==> config.mk <==
export PLATFORM = sky130hd
export DESIGN_NAME = adc_gain_chop_input_config_regs
export DESIGN_NICKNAME = d
export VERILOG_FILES = /design/src/common/regbank_pkg.sv /design/src/hw/adc_gain_chop_input_config_regs.sv
export SDC_FILE = /design/constraint.sdc
export NUM_CORES = 1
export LEC_CHECK = 0
export BUFFER_PORTS_ARGS = -buffer_cell sky130_fd_sc_hd__buf_2
export CAP_MARGIN = 5
export CORE_MARGIN = 5
export CORE_UTILIZATION = 55
export CTS_CLUSTER_DIAMETER = 40
export CTS_CLUSTER_SIZE = 28
export DETAILED_ROUTE_END_ITERATION = 10
export HOLD_SLACK_MARGIN = 0.08
export PLACE_DENSITY = 0.9
export RECOVER_POWER = 50
export SLEW_MARGIN = 30
export SYNTH_ARGS = -nofsm -noshare
export SYNTH_HDL_FRONTEND = slang
export SYNTH_SLANG_ARGS = --single-unit
==> constraint.sdc <==
create_clock -name i_clock -period 2.1 [get_ports i_clock]
set_input_delay 0.21 -clock i_clock [delete_from_list [all_inputs] [get_ports i_clock]]
set_output_delay 0.21 -clock i_clock [all_outputs]
set_load 0.01 [all_outputs]
==> src/common/regbank_pkg.sv <==
/*
 * Register map constants for the amplifier gain, offset chop and
 * input source configuration bank: word indexes, reset values,
 * writable-bit masks, field positions and input source codes.
 * Assumes a 32-bit classic Wishbone slave, one register per word.
 */
package regbank_pkg;

   // ==========================================================
   // bus geometry
   localparam int ADR_W = 8;           // byte address width
   localparam int DAT_W = 32;          // bus data width
   localparam int REG_W = 16;          // register width

   // ==========================================================
   // register indexes; byte address is four times the index
   localparam logic [5:0] GAIN_IDX = 6'h04;
   localparam logic [5:0] CHOP_IDX = 6'h06;
   localparam logic [5:0] CFG0_IDX = 6'h09;
   localparam logic [5:0] CFG1_IDX = 6'h0E;

   // ==========================================================
   // reset values
   localparam logic [15:0] GAIN_RST = 16'h0000;
   localparam logic [15:0] CHOP_RST = 16'h0600;
   localparam logic [15:0] CFG_RST  = 16'h0000;
   localparam logic [3:0]  CHOP_DLY_RST = 4'h3;

   // ==========================================================
   // writable bits; cleared bits are read-only zero
   localparam logic [15:0] GAIN_WMASK = 16'hFFFF;
   localparam logic [15:0] CHOP_WMASK = 16'hFFFF;
   localparam logic [15:0] CFG_WMASK  = 16'hFFC7;

   // ==========================================================
   // field positions
   localparam int GAIN_FLD_W   = 3;
   localparam int GAIN_CH_STEP = 4;    // one nibble per channel
   localparam int GAIN_CH0_LSB = 0;
   localparam int GAIN_CH1_LSB = 4;
   localparam int GAIN_CH2_LSB = 8;
   localparam int GAIN_CH3_LSB = 12;
   localparam int CHOP_EN_BIT  = 8;
   localparam int CHOP_DLY_LSB = 9;
   localparam int CHOP_DLY_W   = 4;
   localparam int SEL_LSB      = 0;
   localparam int SEL_W        = 2;
   localparam int FACTOR_W     = 8;    // gain 1..128 as one-hot

   // ==========================================================
   // input source codes
   localparam logic [1:0] SEL_NORMAL   = 2'h0;
   localparam logic [1:0] SEL_SHORTED  = 2'h1;
   localparam logic [1:0] SEL_POS_TEST = 2'h2;
   localparam logic [1:0] SEL_NEG_TEST = 2'h3;

endpackage : regbank_pkg

==> src/hw/adc_gain_chop_input_config_regs.sv <==
/*
 * Configuration register bank for a four-channel converter: the
 * per-channel amplifier gain codes, the offset chop enable and
 * delay, and the input source selection of channels 0 and 1.
 * Assumes a classic Wishbone master on the same clock as the bank
 * and a converter datapath that consumes the decoded outputs.
 */
// Added by the designer: register access over Wishbone.
`timescale 1ns/1ps

// Notes on behaviour
// RULE1: gain register at 04h, resets 0000h
// RULE2: gain bits 14:12 set channel 3 gain
// RULE3: gain bits 10:8 set channel 2 gain
// RULE4: gain bits 6:4 set channel 1 gain
// RULE5: gain bits 2:0 set channel 0 gain
// RULE6: chop register 06h, delay 12:9, enable 8
// RULE7: channel 0 config at 09h, resets 0000h
// RULE8: channel 0 bits 1:0 pick input source
// RULE9: channel 1 config at 0Eh, resets 0000h
// RULE10: channel 1 bits 1:0 pick input source
// RULE11: config bits 5:3 read zero, write ignored
// RULE12: chop delay stored, passed on uninterpreted
module adc_gain_chop_input_config_regs (
   input  wire logic        i_clock,
   input  wire logic        i_resetn,
   input  wire logic        i_wb_cyc,
   input  wire logic        i_wb_stb,
   input  wire logic        i_wb_we,
   input  wire logic [7:0]  i_wb_adr,
   input  wire logic [31:0] i_wb_dat,
   input  wire logic [3:0]  i_wb_sel,
   output logic             o_wb_ack,
   output logic      [31:0] o_wb_dat,
   output logic      [2:0]  o_amp_gain_ch0,
   output logic      [2:0]  o_amp_gain_ch1,
   output logic      [2:0]  o_amp_gain_ch2,
   output logic      [2:0]  o_amp_gain_ch3,
   output logic      [31:0] o_amp_gain_factor,
   output logic             o_chop_enable,
   output logic      [3:0]  o_chop_delay,
   output logic      [1:0]  o_input_select_ch0,
   output logic      [1:0]  o_input_select_ch1
);

   // ==========================================================
   // state

   // the whole bank state lives in one record
   typedef struct packed {
      logic        ack;
      logic [31:0] rdat;
      logic [15:0] gain;
      logic [15:0] chop;
      logic [15:0] cfg0;
      logic [15:0] cfg1;
   } state_t;

   localparam state_t ST_RST = '{
      ack:  1'b0,
      rdat: 32'h0000_0000,
      gain: regbank_pkg::GAIN_RST,
      chop: regbank_pkg::CHOP_RST,
      cfg0: regbank_pkg::CFG_RST,
      cfg1: regbank_pkg::CFG_RST
   };

   state_t      st_q;
   state_t      st_d;
   logic        req;
   logic        wr_fire;
   logic [5:0]  idx;
   logic        hit_gain;
   logic        hit_chop;
   logic        hit_cfg0;
   logic        hit_cfg1;
   logic [15:0] lanes;
   logic [15:0] rd_val;

   // ==========================================================
   // bus decode

   // address bits 1:0 are ignored, every register is word aligned
   assign req      = i_wb_cyc & i_wb_stb;
   assign idx      = i_wb_adr[7:2];
   assign hit_gain = (idx == regbank_pkg::GAIN_IDX); // RULE1
   assign hit_chop = (idx == regbank_pkg::CHOP_IDX); // RULE6
   assign hit_cfg0 = (idx == regbank_pkg::CFG0_IDX); // RULE7
   assign hit_cfg1 = (idx == regbank_pkg::CFG1_IDX); // RULE9
   // only lanes 0 and 1 carry register bits
   assign lanes    = {{8{i_wb_sel[1]}}, {8{i_wb_sel[0]}}};
   // writes land on the edge where the master sees ack high
   assign wr_fire  = req & i_wb_we & st_q.ack;

   // read mux; unmapped words read as zero
   always_comb begin
      rd_val = 16'h0000;
      if (hit_gain) begin
         rd_val = st_q.gain;
      end else if (hit_chop) begin
         rd_val = st_q.chop;
      end else if (hit_cfg0) begin
         rd_val = st_q.cfg0 & regbank_pkg::CFG_WMASK; // RULE11
      end else if (hit_cfg1) begin
         rd_val = st_q.cfg1 & regbank_pkg::CFG_WMASK; // RULE11
      end
   end

   // merge write data under byte lanes and the writable mask
   function automatic logic [15:0] merge(
      input logic [15:0] old_v,
      input logic [15:0] new_v,
      input logic [15:0] lane_m,
      input logic [15:0] wr_m
   );
      logic [15:0] m;
      m = lane_m & wr_m;
      return (old_v & ~m) | (new_v & m);
   endfunction : merge

   // ==========================================================
   // next state

   // ack rises one cycle after the request and falls after one
   // cycle, so a request still held is acked again every second cycle
   always_comb begin
      st_d     = st_q;
      st_d.ack = req & ~st_q.ack;
      if (req & ~st_q.ack) begin
         st_d.rdat = {16'h0000, rd_val};
      end
      if (wr_fire) begin
         if (hit_gain) begin
            st_d.gain = merge(st_q.gain, i_wb_dat[15:0], lanes,
                              regbank_pkg::GAIN_WMASK); // RULE2
         end
         if (hit_chop) begin
            st_d.chop = merge(st_q.chop, i_wb_dat[15:0], lanes,
                              regbank_pkg::CHOP_WMASK); // RULE6
         end
         if (hit_cfg0) begin
            st_d.cfg0 = merge(st_q.cfg0, i_wb_dat[15:0], lanes,
                              regbank_pkg::CFG_WMASK); // RULE8
         end
         if (hit_cfg1) begin
            st_d.cfg1 = merge(st_q.cfg1, i_wb_dat[15:0], lanes,
                              regbank_pkg::CFG_WMASK); // RULE10
         end
      end
   end

   // state register; reset loads constants only
   always_ff @(posedge i_clock or negedge i_resetn) begin
      if (!i_resetn) begin
         st_q <= ST_RST; // RULE1
      end else begin
         st_q <= st_d;
      end
   end

   // ==========================================================
   // outputs

   // bus answer
   assign o_wb_ack = st_q.ack;
   assign o_wb_dat = st_q.rdat;

   // raw gain codes for the amplifier control
   assign o_amp_gain_ch0 = st_q.gain[regbank_pkg::GAIN_CH0_LSB +: regbank_pkg::GAIN_FLD_W]; // RULE5
   assign o_amp_gain_ch1 = st_q.gain[regbank_pkg::GAIN_CH1_LSB +: regbank_pkg::GAIN_FLD_W]; // RULE4
   assign o_amp_gain_ch2 = st_q.gain[regbank_pkg::GAIN_CH2_LSB +: regbank_pkg::GAIN_FLD_W]; // RULE3
   assign o_amp_gain_ch3 = st_q.gain[regbank_pkg::GAIN_CH3_LSB +: regbank_pkg::GAIN_FLD_W]; // RULE2

   // gain factor 1..128 as a one-hot byte per channel
   for (genvar c = 0; c < 4; c++) begin : g_factor
      assign o_amp_gain_factor[c*regbank_pkg::FACTOR_W +: regbank_pkg::FACTOR_W] =
         8'h01 << st_q.gain[c*regbank_pkg::GAIN_CH_STEP +: regbank_pkg::GAIN_FLD_W]; // RULE2
   end

   // chop delay is a raw value; its timing lives downstream
   assign o_chop_enable = st_q.chop[regbank_pkg::CHOP_EN_BIT]; // RULE6
   assign o_chop_delay  = st_q.chop[regbank_pkg::CHOP_DLY_LSB +: regbank_pkg::CHOP_DLY_W]; // RULE12

   // input source codes, see SEL_* in the package
   assign o_input_select_ch0 = st_q.cfg0[regbank_pkg::SEL_LSB +: regbank_pkg::SEL_W]; // RULE8
   assign o_input_select_ch1 = st_q.cfg1[regbank_pkg::SEL_LSB +: regbank_pkg::SEL_W]; // RULE10
endmodule : adc_gain_chop_input_config_regs

==> summary.md <==
| Metric | Value |
|---|---|
| Switching pwr | `654.5 uW` |
| Final Power | `2822 uW` |
| First-pass GRT wire length | `~14 mm` |
| Max VDD drop | `~0.00037 V` |
| Mapped Cells | `341` |
| CP Capture Type | `register` |
| Final #Nets | `449` |
| Cts bufs inserted | `9` |
| Syn. warnings | `0` |
| Clock period minus worst slack | `roughly 1.7 ns` |
| Slew at the pin with the worst max-slew slack | `approximately 1 ns` |
| FF+latch area | `1879 um^2` |
| Post-synth EDFFs | `0` |
| Buf+Inv Stages, Crit Path | `2` |
| Sequential power share | `0.517` |
| CP Data Arrival Time | `1.94 ns` |
| R2R Path Start | `o_wb_ack` |
| Routability cong. | `approximately 0.78` |
| Max-Cap Viols | `0` |
| DRT antenna net count | `0` |
| Grt ovf | `0` |
| ANT cells | `0` |
| RSZ-0062 raised after global routing | `no` |
| Chip Height | `95.95 um` |
| Hold Crit Class | `in2reg` |
| Gr usage total | `0.2067` |
| Post-DR wirelength/cell | `between 15 and 20 um` |
| Net Sw Frac | `0.2319` |
| Clock sink total | `75` |
| Most frequent cell after synthesis | `dfrtp_1` |
| Post CTS Setup Buffer Count | `0` |
| Slew headroom | `0.3415` |
| Drt drc | `0` |
| CP required | `approximately 2.4 ns` |
| Synthesis-to-layout area growth | `10.47%` |
| Yosys reg bits | `75` |
| Area contributors post-synth | `dfrtp_1 (45%), mux2_2 (19%), buf_4 (10%), nand4_4 (3.1%), a22oi_1 (2.4%)` |
| Final hold vios | `0` |
| Cell Area, Synth | `between 4000 and 5000 um^2` |
| Clk_skew | `a little over 0.01 ns` |
| Largest net degree at the start of global routing | `76` |
| Clk buf depth | `2` |
| DIE AREA | `just over 9000 um^2` |
| Row Count | `31` |
| H-tree Lvls | `3` |
| DRT Pass-1 Iters | `4` |
| Yosys top cell area share | `0.4496` |
| Post-synth cell types | `29` |
| Asr flop ratio synth | `1.000` |
| Clock Root Buffer | `clkbuf_8` |
| DRT Wirelength | `9.130 mm` |
| Crit Path Category | `reg2reg` |
| Setup TNS | `0 ns` |
| Vias/cell | `approximately 5.6` |
| Fillers | `589` |
| CP peak stage delay | `0.56 ns` |
| Die X-Extent | `95.95 um` |
| Pwr per Cell Area | `~630 nW/um^2` |
| Top_reg_cell synth | `dfrtp_1` |
| Clock Power Share | `0.418` |
| Post-DP HPWL | `approximately 6.5 mm` |
| HP Start | `i_wb_dat[4]` |
| Area leader, netlist | `dfrtp_1` |
| Register area share after synthesis | `0.4626` |
| Period utilisation layout | `0.7985` |
| Post-synth top cells | `dfrtp_1 (73), mux2_2 (67), buf_4 (54)` |
| CP max-delay cell | `clkbuf_1` |
| Initial antenna violation count | `2` |
| Worst Setup SP | `o_wb_ack` |
| CORE AREA | `7214 um^2` |
| CP max FO | `14` |
| Layout cells sized above 1 | `0.4158` |
| 1st-iter DRT viols | `140` |
| Vias | `roughly 2800` |
| Latest clock arrival within the worst-skew pair | `~0.35 ns` |
| Crit-path cells | `nand3b_1 > inv_1 > clkbuf_1 > nand4_1 > o211ai_1` |
| Max-slew violation count | `0` |
| Initial Util | `0.5631` |
| Area of the multi-input gates | `roughly 1700 um^2` |
| Top achievable clock speed | `596.3 MHz` |
| Crit path launch type | `register` |
| Combinational share of power | `0.065` |
| Number of global-route vias before repair | `approximately 2900` |
| Top-Level Pins | `between 100 and 150` |
| PortBufs | `98` |
| Leak pwr | `roughly 0.0023 uW` |
| Status | `finished, final reports clean` |
| TritonCTS clock tree | `built` |
| CP top delay family | `buffers and inverters` |
| Clock slew at reported path FFs | `approximately 0.08 ns` |
| Syn Area/Cell | `11.91 um^2` |
| Power Internal | `approximately 2200 uW` |
| Final setup violation count | `0` |
## cells in the final DEF, fill, tap and decap left out, types with 2 or more instances in the layout
cell type | synthesis | routed
o31ai_1 | 3 | 3
clkbuf_1 | 19 | 33
a22oi_1 | 13 | 13
bufinv_16 | 0 | 2
and3b_1 | 10 | 10
nor3b_1 | 12 | 12
mux2_2 | 67 | 67
nand4_4 | 6 | 6
nor3_1 | 4 | 4
o211ai_1 | 13 | 13
dfstp_1 | 0 | 2
nor3b_2 | 2 | 2
and3_1 | 5 | 5
clkbuf_8 | 0 | 9
nand4_1 | 14 | 14
buf_4 | 54 | 7
nand2_1 | 22 | 22
mux2i_1 | 3 | 3
buf_2 | 2 | 68
nor2_1 | 4 | 4
dfrtp_1 | 73 | 73
mux2_1 | 4 | 4
conb_1 | 1 | 16
clkinv_2 | 0 | 2
## cell families after synthesis
family	Yosys count	synth area share
other cells	1	0.0009230
buf+inv	77	0.1235
simple gates	85	0.1552
mux	74	0.2042
compound gates	29	0.05359
flops	75	0.4626
## area by class of cell
cell class,count,area share
flip-flops and latches,75,0.4187
well taps,99,0.02760
inverters,1,0.0008364
clock buffers,10,0.02844
multi-input cells,204,0.3886
repair buffers,109,0.1182
clock inverters,5,0.01756
## stage by stage
stage	instances	cell area [um^2]	utilization	worst slack, ns	hold slack [ns]
floorplan	356	4119	-	0.6785	-0.08559
global placement	487	4329	0.6001	0.4849	0.2597
detailed placement	487	4329	0.6001	0.4567	0.2848
CTS	503	4546	0.6301	0.5308	0.08693
global route	503	4488	0.6221	0.2936	0.1016
finish	503	4488	0.6221	0.4231	0.1009
## worst paths after layout
kind                                                   end  slack [ns]  depth (start not counted)
worst max-delay path                          o_wb_dat[14]        0.42                          5
worst min-delay path                              register        0.10                          2
worst max register to register                o_wb_dat[14]        0.42                          5
worst min register to register                 o_wb_dat[3]        0.49                          2
max in group asynchronous       asynchronous set/reset pin        0.79                          3
min in group asynchronous       asynchronous set/reset pin        0.67                          3
## power by group through the flow
| stage | sequential, uW | clock, uW | combinational, uW |
|---|---|---|---|
| finish | 1460 | 1180 | 184 |
| global route | 1460 | 1250 | 204 |
| CTS | 1460 | 1190 | 191 |
| detailed placement | 1490 | 0 | 189 |
| global placement | 1490 | 0 | 183 |
| floorplan | 1480 | 0 | 109 |
## worst register-to-register path: cells and delay by family (launching register included)
family                 cells  cell delay [ns]
AND/OR/NAND/NOR            2             0.41
buffers and inverters      2             0.65
AO/OA/AOI/OAI              1             0.16
flip-flops                 1             0.38
## per-layer routing
layer	vias to the layer above	track usage	wire (um)
met5	-	0	21
met4	4	0.08649	135
met3	15	0.06489	789
met2	96	0.3573	4745
met1	1392	0.2360	3439
li1	1289	-	-
## repair_timing
| action | in CTS | in global routing |
|---|---|---|
| resized for setup | 0 | 0 |
| endpoints found under the hold margin | 73 | 0 |
| hold buffers | 1 | 0 |
Note: power is estimated with default switching activity, not from simulation.
